<file path="src/swr_regs.svh">
`ifndef SWR_REGS_SVH
`define SWR_REGS_SVH
// Clock period
`define SWR_CLK_NS        4
// Link timing, microseconds
`define SWR_RST_LOW_US    480
`define SWR_PRES_US       70
`define SWR_SLOT_US       70
`define SWR_LOW0_US       60
`define SWR_LOW1_US       6
`define SWR_SAMPLE_US     15
`define SWR_PROG_US       480
// Derived cycle counts
`define SWR_CYC(us)       (((us) * 1000 + `SWR_CLK_NS - 1) / `SWR_CLK_NS)
`define SWR_CYC_DN(us)    (((us) * 1000) / `SWR_CLK_NS)
// Identity CRC, reflected form of x^8 + x^5 + x^4 + 1
`define SWR_CRC_POLY      8'h8c
`define SWR_CRC_INIT      8'h00
// Identity-stage command codes
`define SWR_ROM_READ      8'h33
`define SWR_ROM_MATCH     8'h55
`define SWR_ROM_SEARCH    8'hf0
`define SWR_ROM_SKIP      8'hcc
`define SWR_BUF_DEPTH     2
`endif

</file>
<file path="src/swr_pkg.sv">
package swr_pkg;

    typedef enum logic [1:0]
    {
        SWR_OP_RESET = 2'h0,
        SWR_OP_WRITE = 2'h1,
        SWR_OP_READ  = 2'h2,
        SWR_OP_PROG  = 2'h3
    } swr_op_type;

    typedef struct packed
    {
        swr_op_type  op;
        logic [7:0]  data;
        logic        crc_clr;
    } swr_cmd_type;

    typedef enum logic [3:0]
    {
        SWR_ST_IDLE  = 4'h1,
        SWR_ST_RESET = 4'h2,
        SWR_ST_SLOT  = 4'h4,
        SWR_ST_PROG  = 4'h8
    } swr_state_type;

endpackage : swr_pkg

</file>
<file path="src/swr_host.sv">
`include "swr_regs.svh"

// Summary of operation
// - Identity CRC uses x^8+x^5+x^4+1 in a shift-register accumulator.
// - CRC accumulator is cleared to zero before the first identity bit.
// - Bits enter CRC one by one, family LSB first, then 48 serial bits.
// - Shifting the stored CRC too must leave zero; nonzero means corrupt read.
// - After reset and presence, master issues exactly one of four identity commands; the code does not check presence, and does not refuse reads before it.
// - Every byte on the line is sent least significant bit first.
// - Master exchanges command at logic levels, then pulses programming voltage.
module swr_host
    import swr_pkg::*;
#(
    parameter int CW       = 20,
    parameter int RST_LOW  = `SWR_CYC(`SWR_RST_LOW_US),
    parameter int PRES     = `SWR_CYC_DN(`SWR_PRES_US),
    parameter int SLOT     = `SWR_CYC(`SWR_SLOT_US),
    parameter int LOW0     = `SWR_CYC(`SWR_LOW0_US),
    parameter int LOW1     = (SLOT * `SWR_LOW1_US) / `SWR_SLOT_US,
    parameter int SAMPLE   = (SLOT * `SWR_SAMPLE_US) / `SWR_SLOT_US,
    parameter int PROG     = `SWR_CYC(`SWR_PROG_US)
)
(
    input  wire logic        clock,
    input  wire logic        resetn,
    input  wire swr_cmd_type cmd,
    input  wire logic        cmd_valid,
    output logic             cmd_ready,
    output logic             done,
    output logic             refused,
    output logic             presence,
    output logic             rom_done,
    output logic             crc_ok,
    output logic [7:0]       rd_data,
    output logic             rd_valid,
    input  wire logic        rd_ready,
    input  wire logic        dq_in,
    output logic             dq_out,
    output logic             dq_oe,
    output logic             vpp_en
);

    localparam logic [CW-1:0] C_RST_LOW = CW'(RST_LOW);
    localparam logic [CW-1:0] C_RST_SMP = CW'(RST_LOW + PRES);
    localparam logic [CW-1:0] C_RST_END = CW'(2 * RST_LOW);
    localparam logic [CW-1:0] C_SLOT    = CW'(SLOT);
    localparam logic [CW-1:0] C_LOW0    = CW'(LOW0);
    localparam logic [CW-1:0] C_LOW1    = CW'(LOW1);
    localparam logic [CW-1:0] C_SAMPLE  = CW'(SAMPLE);
    localparam logic [CW-1:0] C_PROG    = CW'(PROG);

    function automatic logic [7:0] crc_step(input logic [7:0] c, input logic b);
        logic fb;
        fb = c[0] ^ b;
        crc_step = (c >> 1) ^ (fb ? `SWR_CRC_POLY : 8'h00);
    endfunction : crc_step

    ////////////////////////////////////////////////////////////////////////////
    // Line input synchroniser
    logic dq_s1_r;
    logic dq_s2_r;

    always_ff @(posedge clock or negedge resetn)
    begin
        if (!resetn)
        begin
            dq_s1_r <= 1'b1;
            dq_s2_r <= 1'b1;
        end
        else
        begin
            dq_s1_r <= dq_in;
            dq_s2_r <= dq_s1_r;
        end
    end

    ////////////////////////////////////////////////////////////////////////////
    // Sequencer
    swr_state_type   state_r,    state_nxt;
    swr_op_type      op_r,       op_nxt;
    logic [CW-1:0]   cnt_r,      cnt_nxt;
    logic [7:0]      shreg_r,    shreg_nxt;
    logic [2:0]      bit_r,      bit_nxt;
    logic [7:0]      crc_r,      crc_nxt;
    logic            pres_r,     pres_nxt;
    logic            pend_r,     pend_nxt;
    logic            romd_r,     romd_nxt;
    logic            done_r,     done_nxt;
    logic            ref_r,      ref_nxt;
    logic            oe_r,       oe_nxt;
    logic            vpp_r,      vpp_nxt;
    logic            rdy_r,      rdy_nxt;
    logic            crc_ok_r,   crc_ok_nxt;
    logic            accept;
    logic            is_rom;
    logic            push;
    logic            pop;
    logic [CW-1:0]   low_len;
    logic [1:0]      bcnt_r,     bcnt_nxt;
    logic [7:0]      b0_r,       b0_nxt;
    logic [7:0]      b1_r,       b1_nxt;
    logic            rv_r,       rv_nxt;

    assign accept  = cmd_valid && rdy_r;
    assign is_rom  = (cmd.data == `SWR_ROM_READ) || (cmd.data == `SWR_ROM_MATCH) ||
                     (cmd.data == `SWR_ROM_SEARCH) || (cmd.data == `SWR_ROM_SKIP);
    assign push    = (state_r == SWR_ST_SLOT) && (op_r == SWR_OP_READ) &&
                     (cnt_r == C_SLOT) && (bit_r == 3'h7);
    assign low_len = (op_r == SWR_OP_WRITE && !shreg_r[0]) ? C_LOW0 : C_LOW1;

    always_comb
    begin
        state_nxt = state_r;
        op_nxt    = op_r;
        cnt_nxt   = cnt_r + CW'(1);
        shreg_nxt = shreg_r;
        bit_nxt   = bit_r;
        crc_nxt   = crc_r;
        pres_nxt  = pres_r;
        pend_nxt  = pend_r;
        romd_nxt  = romd_r;
        done_nxt  = 1'b0;
        ref_nxt   = 1'b0;
        oe_nxt    = 1'b0;
        vpp_nxt   = 1'b0;
        case (state_r)
            SWR_ST_IDLE:
            begin
                cnt_nxt = '0;
                if (accept)
                begin
                    op_nxt    = cmd.op;
                    shreg_nxt = cmd.data;
                    bit_nxt   = 3'h0;
                    if (cmd.crc_clr)
                        crc_nxt = `SWR_CRC_INIT;
                    case (cmd.op)
                        SWR_OP_RESET:
                        begin
                            state_nxt = SWR_ST_RESET;
                            oe_nxt    = 1'b1;
                        end
                        SWR_OP_WRITE:
                        begin
                            if ((pend_r && !is_rom) || (!pend_r && !romd_r))
                                ref_nxt = 1'b1;
                            else
                            begin
                                state_nxt = SWR_ST_SLOT;
                                oe_nxt    = 1'b1;
                                if (pend_r)
                                begin
                                    pend_nxt = 1'b0;
                                    romd_nxt = 1'b1;
                                end
                            end
                        end
                        SWR_OP_READ:
                        begin
                            state_nxt = SWR_ST_SLOT;
                            oe_nxt    = 1'b1;
                        end
                        default:
                        begin
                            if (!romd_r)
                                ref_nxt = 1'b1;
                            else
                            begin
                                state_nxt = SWR_ST_PROG;
                                vpp_nxt   = 1'b1;
                            end
                        end
                    endcase
                end
            end
            SWR_ST_RESET:
            begin
                oe_nxt = (cnt_nxt < C_RST_LOW);
                if (cnt_r == C_RST_SMP)
                    pres_nxt = !dq_s2_r;
                if (cnt_r == C_RST_END)
                begin
                    state_nxt = SWR_ST_IDLE;
                    oe_nxt    = 1'b0;
                    done_nxt  = 1'b1;
                    pend_nxt  = 1'b1;
                    romd_nxt  = 1'b0;
                end
            end
            SWR_ST_SLOT:
            begin
                oe_nxt = (cnt_nxt < low_len);
                if (op_r == SWR_OP_READ && cnt_r == C_SAMPLE)
                begin
                    shreg_nxt = {dq_s2_r, shreg_r[7:1]};
                    crc_nxt   = crc_step(crc_r, dq_s2_r);
                end
                // Write shift at slot end, so the low time holds for the whole slot
                if (op_r == SWR_OP_WRITE && cnt_r == C_SLOT)
                begin
                    crc_nxt   = crc_step(crc_r, shreg_r[0]);
                    shreg_nxt = {1'b1, shreg_r[7:1]};
                end
                if (cnt_r == C_SLOT)
                begin
                    cnt_nxt = '0;
                    bit_nxt = bit_r + 3'h1;
                    oe_nxt  = (bit_r != 3'h7);
                    if (bit_r == 3'h7)
                    begin
                        state_nxt = SWR_ST_IDLE;
                        done_nxt  = 1'b1;
                    end
                end
            end
            SWR_ST_PROG:
            begin
                vpp_nxt = (cnt_nxt < C_PROG);
                if (cnt_r == C_PROG)
                begin
                    state_nxt = SWR_ST_IDLE;
                    done_nxt  = 1'b1;
                end
            end
            default:
            begin
                state_nxt = SWR_ST_IDLE;
            end
        endcase
        rdy_nxt = (state_nxt == SWR_ST_IDLE) && !accept && (bcnt_nxt != 2'h2);
        crc_ok_nxt = (crc_nxt == 8'h00);
    end

    always_ff @(posedge clock or negedge resetn)
    begin
        if (!resetn)
        begin
            state_r <= SWR_ST_IDLE;
            op_r    <= SWR_OP_RESET;
            cnt_r   <= '0;
            shreg_r <= 8'h00;
            bit_r   <= 3'h0;
            crc_r   <= 8'h00;
            pres_r  <= 1'b0;
            pend_r  <= 1'b0;
            romd_r  <= 1'b0;
            done_r  <= 1'b0;
            ref_r   <= 1'b0;
            oe_r    <= 1'b0;
            vpp_r   <= 1'b0;
            rdy_r   <= 1'b0;
            crc_ok_r <= 1'b1;
        end
        else
        begin
            state_r <= state_nxt;
            op_r    <= op_nxt;
            cnt_r   <= cnt_nxt;
            shreg_r <= shreg_nxt;
            bit_r   <= bit_nxt;
            crc_r   <= crc_nxt;
            pres_r  <= pres_nxt;
            pend_r  <= pend_nxt;
            romd_r  <= romd_nxt;
            done_r  <= done_nxt;
            ref_r   <= ref_nxt;
            oe_r    <= oe_nxt;
            vpp_r   <= vpp_nxt;
            rdy_r   <= rdy_nxt;
            crc_ok_r <= crc_ok_nxt;
        end
    end

    ////////////////////////////////////////////////////////////////////////////
    // Two-entry read buffer, head in b0
    assign pop = rv_r && rd_ready;

    always_comb
    begin
        bcnt_nxt = bcnt_r;
        b0_nxt   = b0_r;
        b1_nxt   = b1_r;
        if (pop)
        begin
            b0_nxt   = b1_r;
            bcnt_nxt = bcnt_r - 2'h1;
        end
        if (push)
        begin
            if (bcnt_nxt == 2'h0)
                b0_nxt = shreg_nxt;
            else
                b1_nxt = shreg_nxt;
            bcnt_nxt = bcnt_nxt + 2'h1;
        end
        rv_nxt = (bcnt_nxt != 2'h0);
    end

    always_ff @(posedge clock or negedge resetn)
    begin
        if (!resetn)
        begin
            bcnt_r <= 2'h0;
            b0_r   <= 8'h00;
            b1_r   <= 8'h00;
            rv_r   <= 1'b0;
        end
        else
        begin
            bcnt_r <= bcnt_nxt;
            b0_r   <= b0_nxt;
            b1_r   <= b1_nxt;
            rv_r   <= rv_nxt;
        end
    end

    assign cmd_ready = rdy_r;
    assign done      = done_r;
    assign refused   = ref_r;
    assign presence  = pres_r;
    assign rom_done  = romd_r;
    assign crc_ok    = crc_ok_r;
    assign rd_data   = b0_r;
    assign rd_valid  = rv_r;
    assign dq_out    = 1'b0;
    assign dq_oe     = oe_r;
    assign vpp_en    = vpp_r;
endmodule : swr_host

</file>
<file path="config.mk">
export PLATFORM = sky130hd
export DESIGN_NAME = swr_host
export DESIGN_NICKNAME = d
export VERILOG_FILES = /design/src/swr_pkg.sv /design/src/swr_host.sv
export VERILOG_INCLUDE_DIRS = /design/src /design/src/src
export SDC_FILE = /design/constraint.sdc
export NUM_CORES = 1
export LEC_CHECK = 0
export CAP_MARGIN = 20
export CORE_AREA = 2 2 76 114
export CTS_CLUSTER_DIAMETER = 200
export DETAILED_ROUTE_END_ITERATION = 7
export DIE_AREA = 0 0 78 116
export DONT_BUFFER_PORTS = 1
export PLACE_DENSITY = 0.78
export SYNTH_ARGS = -nofsm -noshare
export SYNTH_HDL_FRONTEND = slang
export SYNTH_SLANG_ARGS = --single-unit
</file>
<file path="constraint.sdc">
create_clock -name clock -period 2.9 [get_ports clock]
set_input_delay 0.29 -clock clock [delete_from_list [all_inputs] [get_ports clock]]
set_output_delay 0.29 -clock clock [all_outputs]
set_load 0.01 [all_outputs]
</file>
==> Word-level counts from Yosys, hierarchy flattened <==
Cells that the tools add are included.
{ "classes": {"n_mux": 62, "magnitude_cmp": 2, "eq_ne": 27, "bitwise_logic": 5, "n_reduce_logical": 36, "n_addsub": 4} }
{ "ops": {"columns": ["cell", "n"], "rows": [
  ["$mux W8", 12],
  ["$eq A20 B18 Y1 const B", 2],
  ["$pmux W20 S2", 1],
  ["$pmux W8 S2", 2],
  ["$mux W4", 7],
  ["$mux W1", 24],
  ["$add A20 B1 Y20 const B", 1],
  ["$eq A20 B12 Y1 const B", 1],
  ["$eq A20 B15 Y1 const B", 1],
  ["$eq A20 B17 Y1 const B", 1],
  ["$lt A20 B14 Y1", 1],
  ["$lt A20 B17 Y1 const B", 1],
  ["$mux W20", 1],
  ["$eq A8 B8 Y1 const B", 2],
  ["$pmux W4 S4", 1],
  ["$xor A7 B8 Y8", 2],
  ["$mux W14", 1],
  ["$logic_and A1 B1 Y1", 12],
  ["$pmux W4 S3", 1],
  ["$ne A2 B2 Y1 const B", 5],
  ["$pmux W1 S2", 5],
  ["$eq A4 B1 Y1 const B", 2],
  ["$eq A8 B6 Y1 const B", 1],
  ["$eq A8 B7 Y1 const B", 1],
  ["other kinds (28)", 48]
]} }
{ "totals": {"regBits": 75, "inputBits": 16, "output_inout_bits": 18, "word_cells": 157} }

==> Depth between registers and ports, before layout <==
Gate-level depths: netlist of the first run.
{ "logic_depth": {"word_depth": 14, "depth_mapped": 14, "depth_no_buf": 13} }

==> Worst setup path after synthesis of the first run <==
Ideal clock, no wire load.
{ "synth_path": {"path_kind": "flip-flop to flip-flop", "start": "register cnt_r[2]", "end": "register oe_r (netlist: dq_oe)", "stages_incl_launch_ff": 14, "synth_period_minus_slack_ns": 2.557, "setup_slack_ns": 0.343, "setup_time_ns": 0.104, "arrival_ns": 2.454, "n_path_buf": 1, "cell_sequence": "dfrtp_1 -> buf_2 -> nand3_1 -> nor3_1 -> xnor2_1 -> inv_1 -> ha_1 -> a21o_1 -> a211oi_1 -> nor2_1 -> nor3_1 -> nand4_1 -> o21a_1 -> o41ai_2"} }
{ "synth_between": {"elab_chain_len": 4, "word_cells_on_any_way": 8, "cone_classes": "1 x add/sub; 2 x order compare; 2 x eq/ne; 3 x mux"} }
{ "synth_lines": {"columns": ["item", "line", "text"], "rows": [
  ["start, declared", "swr_host.sv:81", "logic [CW-1:0] cnt_r, cnt_nxt;"],
  ["start signal, assigned", "swr_host.sv:258", "cnt_r <= cnt_nxt;"],
  ["$add A20 B1 Y20", "swr_host.sv:115", "cnt_nxt = cnt_r + CW'(1);"],
  ["$lt A20 B14 Y1 or $lt A20 B17 Y1 (tied branches)", "swr_host.sv:192, swr_host.sv:178", null],
  ["$mux W1 (on tied branches)", "swr_host.sv:204, swr_host.sv:181", null],
  ["$pmux W1 S3 *", "swr_host.sv:126", "case (state_r)"],
  ["via oe_nxt", "swr_host.sv:90", "logic oe_r, oe_nxt;"],
  ["end signal, assigned", "swr_host.sv:267", "oe_r <= oe_nxt;"],
  ["end, declared", "swr_host.sv:90", null]
]} }
Mark *: on every way through the listed nets, which the timed path passes. The rest lies on a longest branch.
A chain may end at the register's enable or synchronous reset.

==> Worst setup path after layout of the first run <==
{ "layout_path": {"start": "register cnt_r[0]", "end": "register oe_r (netlist: dq_oe)"} }
The elaborated chain is that of the path after synthesis.

==> impl_metrics.py, run 1 <==
metrics = {
    "worst_setup_path": {
        "crit_start": "cnt_r[0]",
        "startpoint_type": "flip-flop",
        "rr_worst_depth": 14,
        "r2r-start": "cnt_r[0]",
        "arrival_ps": 2980,
        "r2r_end": "dq_oe",
        "end_kind": "flip-flop",
        "critPathMaxFanout": 7,
        "critical_path_class": "reg -> reg",
        "crit_required_ps": 3130,
        "r2r_setup_slack_ps": 160,
    },
    "pwr": {
        "power_density_nw_per_um2": 663,
        "seqPwrFrac_pct": 40.0,
        "pwr-share-clk_pct": 37.2,
        "intPower_mw": 2.27,
        "p_switching_uw": 993,
        "peakVddDrop_v": 0.000415,
        "switching_share_pct": 30.4,
        "total_leakage_power_nw": 2.34,
        "p_comb_share_pct": 22.7,
    },
    "global_routing": {
        "use_met2_pct": 47.2,
        "grt_pass1_wl_um": 17900,
        "grtUsageMet1_pct": 26.0,
        "grt_usage_pct": 25.6,
        "grt_pass1_vias": 3756,
        "grt_max_degree": 76,
        "antenna_found_initial": 0,
        "grtUsageMet3_pct": 5.14,
        "gr-total-overflow": 0,
        "grt-busiest-layer": "met2",
    },
    "sta": {
        "max_freq_ghz": 0.365,
        "relSlewSlack_pct": 53.1,
        "slew_viol_final": 0,
        "tightest_slew_ps": 693,
        "rsz0062_at_grt": "true",
        "setup_viol": 0,
        "post-route-period-util_pct": 94.6,
        "post-route-min-period_ps": 2740,
        "fin_skew_ps": 4.90,
        "hold_viol_final": 0,
    },
    "cts": {
        "insertion_delay_ps": 340,
        "clock_sinks": 75,
        "cts.path.max_buffers": 2,
        "htree_levels": 3,
        "cts_root_buffer": "clkbuf_16",
        "cts_tree": "built",
        "clk_pin_slew_ps": 60,
        "cts_buffers": 9,
    },
    "job": {
        "drv_cap": 0,
    },
    "yosys": {
        "ys.flop_type": "dfrtp_1",
        "synth_area_leader_cell": "dfrtp_1",
        "async_reset_ff_share_pct": 100,
        "synth_area_leaders": "dfrtp_1, mux2i_1, nand2_1",
        "avgSynthCellArea_um2": 9.83,
        "synth_cell_types": 76,
        "netlist_area_um2": 4330,
        "synth_top_area_share_pct": 41.0,
        "mappedNetlistNets": 470,
        "synth_edf_count": 0,
        "syn_inst": 441,
        "yosys_warnings": 0,
        "ys_seq_area_share_pct": 43.4,
        "synth_seq_cells": 75,
    },
    "floorplan": {
        "start_util_pct": 54.1,
        "die-width_um": 78,
        "placementRows": 40,
        "io_pins": 34,
        "core-area_um2": 8010,
        "die_area_um2": 9050,
        "fp.dieH_um": 116,
    },
    "detailed_routing": {
        "vias_per_cell": 6.22,
        "ant_nets": 0,
        "num_vias": 3514,
        "wl_per_cell_um": 18.7,
        "dr.pass1.iters": 5,
        "totalWireLength_um": 10600,
        "drt_iter0_markers": 229,
        "drc": 0,
    },
    "min_path": {
        "hp-class": "in -> reg",
        "holdPathStages": 2,
        "min_to": "op_r[1]",
        "worstHoldStart": "cmd[10]",
    },
    "cells_and_area": {
        "fin_cells": 565,
        "nNetsFinal": 484,
        "fin_util_pct": 61.5,
        "diodes": 0,
        "drive_above_1_share_pct": 15.7,
        "final_cell_mix": "dfrtp_1, nand2_1, nor2_1, inv_1, o21ai_0",
        "layout_commonest_cell": "dfrtp_1",
        "fillers": 661,
        "area_delta_synth_final_pct": 13.6,
    },
    "placement": {
        "hpwl_um": 7810,
        "gp_congestion": 0.902,
        "portBuffers": 0,
        "placed_cells": 545,
    },
    "run_status": {
        "status": "finished, final reports clean",
    },
}
## worst max path at each step
| stage | to | slack [ps] | cells past startpoint |
|---|---|---|---|
| finish | dq_oe | 160 | 14 |
| floorplan | dq_oe | 340 | 13 |
| global placement | dq_oe | 190 | 13 |
| global route | dq_oe | -10 | 13 |
| detailed placement | dq_oe | 80 | 13 |
| CTS | dq_oe | 30 | 13 |
## layout make-up
type | count | area [um2] | share of cell area (%)
well taps | 105 | 131 | 2.67
repair buffers | 19 | 168 | 3.41
flip-flops and latches | 75 | 1890 | 38.3
clock inverters | 4 | 72.6 | 1.47
clock buffers | 12 | 256 | 5.21
multi-input cells | 326 | 2320 | 47.1
inverters | 24 | 90.1 | 1.83
## critical path, cell delays in order (launching register included)
cell and delay [ps]:
dfrtp_2 410, ha_4 190, nand4_1 190, buf_4 210, nor2_2 140, xnor2_2 150
inv_1 80, ha_1 180, a21o_1 170, a211oi_1 240, nor2_1 80, nor3_1 200
nand4_1 140, o21a_1 210, o41ai_2 50
## Yosys cell counts (3+ instances only)
cell type   n
and4_1      4
and3_1      7
mux2i_1    17
o21ai_0    22
nor3_1     10
or3_1       5
nand2b_1    4
nand2_1    44
nor2b_1     6
dfrtp_1    71
a22o_1     10
nor2_1     33
xnor2_1    15
ha_1       13
a21o_1      3
inv_1      24
a21oi_1    15
nor4bb_1    7
nand3_1    17
o211ai_1    4
nand3b_1    3
xor2_1      7
nand4_1     9
clkbuf_1    5
buf_2       8
nor4b_1     4
nor4_1      6
nor3b_1     5
dfstp_2     4
## routing by layer
metal  share of wire [%]  wire (um)
met5                   0          0
met2                  54       5710
met1                  37       3880
met4                 4.7        492
met3                 4.6        485
## stage by stage
step	setup TNS [ps]	setup slack, ps	total power, mW	cell area, um2	hold slack [ps]
CTS	0	26.9	3.26	4860	61.8
finish	0	157	3.26	4920	69.2
global route	-50.9	-14.1	3.43	4920	79.1
global placement	0	188	1.98	4490	-2.11
floorplan	0	343	1.78	4330	-5.59
detailed placement	0	78.3	2.01	4490	-2.85
## flip-flops by register name (all words and copies together) (netlist names), 2 cells and up
signal	cells
bcnt_r	2
shreg_r	8
crc_r	8
rd_data	8
b1_r	8
cnt_r	20
op_r	2
bit_r	3
state_r	4
## what timing repair did
item	4_1_cts	5_1_grt
buffers inserted	0	1
hold buffers	3	0
endpoints found under the hold margin	76	0
gates resized for setup	0	12
setup endpoints to repair	0	3
## kinds of logic after synthesis
logic type	Yosys count	synth area share, %
DFF	75	43.4
adders and majority gates	13	3.75
xor gates and xnor gates	22	4.45
muxes	18	4.19
other	1	0.0865
buffers and inverters	40	4.13
and+or+nand+nor	192	26.5
AOI/OAI and AO/OA	80	13.4
## power by group through the flow
stage	registers (mW)	clock network, mW	logic [mW]
after floorplan	1.27	0	0.512
final	1.31	1.22	0.742
after global routing	1.32	1.27	0.833
after detailed placement	1.31	0	0.703
after CTS	1.29	1.23	0.737
after global placement	1.30	0	0.676
(Power assumes the default switching activity.)
==> run 2, diff against run 1 <==
--- a/config.mk
+++ b/config.mk
@@ -6,13 +6,14 @@
 export SDC_FILE = /design/constraint.sdc
 export NUM_CORES = 1
 export LEC_CHECK = 0
+export ABC_AREA = 1
 export CAP_MARGIN = 20
-export CORE_AREA = 2 2 76 114
+export CORE_AREA = 2 2 80 120
 export CTS_CLUSTER_DIAMETER = 200
 export DETAILED_ROUTE_END_ITERATION = 7
-export DIE_AREA = 0 0 78 116
+export DIE_AREA = 0 0 82 122
 export DONT_BUFFER_PORTS = 1
-export PLACE_DENSITY = 0.78
+export PLACE_DENSITY = 0.77
 export SYNTH_ARGS = -nofsm -noshare
 export SYNTH_HDL_FRONTEND = slang
 export SYNTH_SLANG_ARGS = --single-unit
==> impl_metrics.py, run 2 <==
metrics = {
    "yosys": {
        "synth_area_leader_cell": "dfrtp_1",
        "ys_seq_area_share_pct": 39.4,
        "synthTopCellsByCount": "nand2_1, inv_1, nor2_1, dfrtp_1, nand3_1",
        "synth_seq_cells": 75,
        "mappedNetlistNets": 660,
        "synth_edf_count": 0,
        "yosys_warnings": 0,
        "async_reset_ff_share_pct": 100,
        "synth_area_leaders": "dfrtp_1, nand2_1, inv_1",
        "synth_top_area_share_pct": 37.2,
        "avgSynthCellArea_um2": 7.56,
        "netlist_area_um2": 4770,
        "synth.most_common_cell": "nand2_1",
        "synth_cell_types": 45,
        "ys.flop_type": "dfrtp_1",
        "syn_inst": 631,
    },
    "sta": {
        "whs_ps": 95.2,
        "post-route-min-period_ps": 2500,
        "fin_setup_tns_ps": 0,
        "hold_viol_final": 0,
        "post-route-period-util_pct": 86.1,
        "tightest_slew_ps": 563,
        "max_freq_ghz": 0.400,
        "rsz0062_at_grt": "false",
        "fin_skew_ps": 6.86,
        "relSlewSlack_pct": 62.2,
        "setup_viol": 0,
        "slew_viol_final": 0,
        "timing.final.ws_setup_ps": 402,
    },
    "cts": {
        "cts_buffers": 9,
        "clock_sinks": 75,
        "insertion_delay_ps": 330,
        "postCtsSetupBuffers": 0,
        "htree_levels": 3,
        "cts.path.max_buffers": 2,
        "cts_root_buffer": "clkbuf_16",
        "clk_pin_slew_ps": 60,
        "cts_resized": 0,
        "cts_tree": "built",
    },
    "worst_setup_path": {
        "r2r_setup_slack_ps": 400,
        "arrival_ps": 2710,
        "crit_required_ps": 3110,
        "critPathCapture": "dq_oe",
        "end_kind": "flip-flop",
        "startpoint_type": "flip-flop",
        "critical_path_class": "reg -> reg",
        "critPathMaxFanout": 8,
        "r2r-start": "cnt_r[6]",
        "rr_worst_depth": 16,
        "r2r_end": "dq_oe",
        "crit_start": "cnt_r[6]",
    },
    "floorplan": {
        "core-area_um2": 9040,
        "fp.dieH_um": 122,
        "placementRows": 43,
        "die_area_um2": 10000,
        "start_util_pct": 52.8,
        "io_pins": 34,
        "die-width_um": 82,
    },
    "pwr": {
        "power.total_mw": 3.70,
        "total_leakage_power_nw": 2.54,
        "peakVddDrop_v": 0.000658,
        "power_density_nw_per_um2": 710,
    },
    "placement": {
        "hpwl_um": 9330,
        "portBuffers": 0,
        "place_ws_ps": 458,
        "gp_congestion": 1.03,
        "place_area_um2": 4840,
    },
    "detailed_routing": {
        "drt_iter0_markers": 248,
        "drc": 0,
        "ant_nets": 0,
        "dr.pass1.iters": 4,
        "wl_per_cell_um": 16.1,
        "totalWireLength_um": 12100,
        "num_vias": 4083,
        "vias_per_cell": 5.43,
    },
    "global_routing": {
        "grt_usage_pct": 26.5,
        "grt_pass1_wl_um": 20000,
        "gr-total-overflow": 0,
        "grt_pass1_vias": 4292,
        "use_met2_pct": 47.6,
        "grt-busiest-layer": "met2",
        "antenna_found_initial": 0,
        "grtUsageMet1_pct": 28.1,
        "grtUsageMet3_pct": 5.19,
        "grt_max_degree": 76,
    },
    "cells_and_area": {
        "final_area_um2": 5210,
        "diodes": 0,
        "area_delta_synth_final_pct": 9.17,
        "layout_commonest_cell": "nand2_1",
        "largest_register": "cnt_r",
        "largest_reg_flops": 20,
        "final_cell_mix": "nand2_1, inv_1, nor2_1, dfrtp_1, nand3_1",
        "drive_above_1_share_pct": 14.5,
        "nNetsFinal": 664,
    },
    "min_path": {
        "hp-class": "in -> reg",
        "worstHoldStart": "cmd[9]",
    },
    "run_status": {
        "status": "finished, final reports clean",
    },
    "job": {
        "drv_cap": 0,
    },
}
run 2: cell types whose count changed after synthesis, moves of 7 or more:
| cell | before | now |
|---|---|---|
| a22o_1 | 10 | 2 |
| nand2_1 | 44 | 159 |
| nor2_1 | 33 | 76 |
| nand3_1 | 17 | 41 |
| o21ai_1 | 0 | 10 |
| inv_2 | 0 | 12 |
| nor4bb_1 | 7 | 0 |
| and3_1 | 7 | 0 |
| mux2i_1 | 17 | 0 |
| nor2_2 | 2 | 10 |
| xnor2_1 | 15 | 2 |
| inv_1 | 24 | 84 |
| nand2_2 | 2 | 12 |
| nand3_2 | 1 | 9 |
run 2: final cells by class:
cell class,count,area [um2]
inverters,98,369
clock inverters,7,100
flip-flops and latches,75,1880
clock buffers,9,225
fillers,793,3830
repair buffers,5,62.6
well taps,112,140
multi-input cells,446,2430
run 2: cells by family after synthesis:
kind of cell | count (synthesis) | share of synthesized area [%]
simple gates | 352 | 36.4
xor+xnor | 12 | 2.20
compound gates | 68 | 8.89
other cells | 1 | 0.0786
buf+inv | 110 | 9.62
fa+ha+maj | 13 | 3.41
flops | 75 | 39.4
run 2: critical path, cell delays in order (launching register included):
cell and delay, ps:
dfrtp_1 520, nand2_1 170, nor2_1 240, nand3_1 120, or2_1 230, nand2_2 80, inv_1 50, ha_1 290
nand2_1 70, nor3_1 200, nand2_1 70, nand2_1 50, nand2_1 50, nand2_1 60, nand2_1 50, nand2_1 50
nand3_1 60
run 2: how the worst min path moves through the flow:
| stage | to | slack (ps) | cells after the start |
|---|---|---|---|
| 6_report | op_r[0] | 100 | 2 |
| 5_1_grt | op_r[0] | 120 | 2 |
| 4_1_cts | op_r[0] | 90 | 2 |
| 3_5_place_dp | cnt_r[12] | -3 | 0 |
| 3_3_place_gp | cnt_r[11] | -3 | 0 |
| 2_1_floorplan | b1_r[0] | -6 | 0 |
run 2: routing by layer:
metal | vias up | wire length (um)
li1 | 2022 | -
met1 | 1907 | 4480
met2 | 109 | 6460
met3 | 45 | 528
met4 | 0 | 624
met5 | - | 0
run 2: timing repair:
action	in CTS	in global routing
hold buffers	3	0
endpoints found under the hold margin	76	0
setup endpoints to repair	0	0
run 2: power breakdown:
part,switching (mW),internal (mW)
combinational,0.739,0.337
sequential,0.178,1.24
clock,0.453,0.759
total,1.37,2.33
run 2: per-stage QoR:
stage               utilization, %  std cells
floorplan                        -        631
global placement              53.5        733
detailed placement            53.5        733
CTS                           57.7        752
global route                  57.7        752
finish                        57.7        752
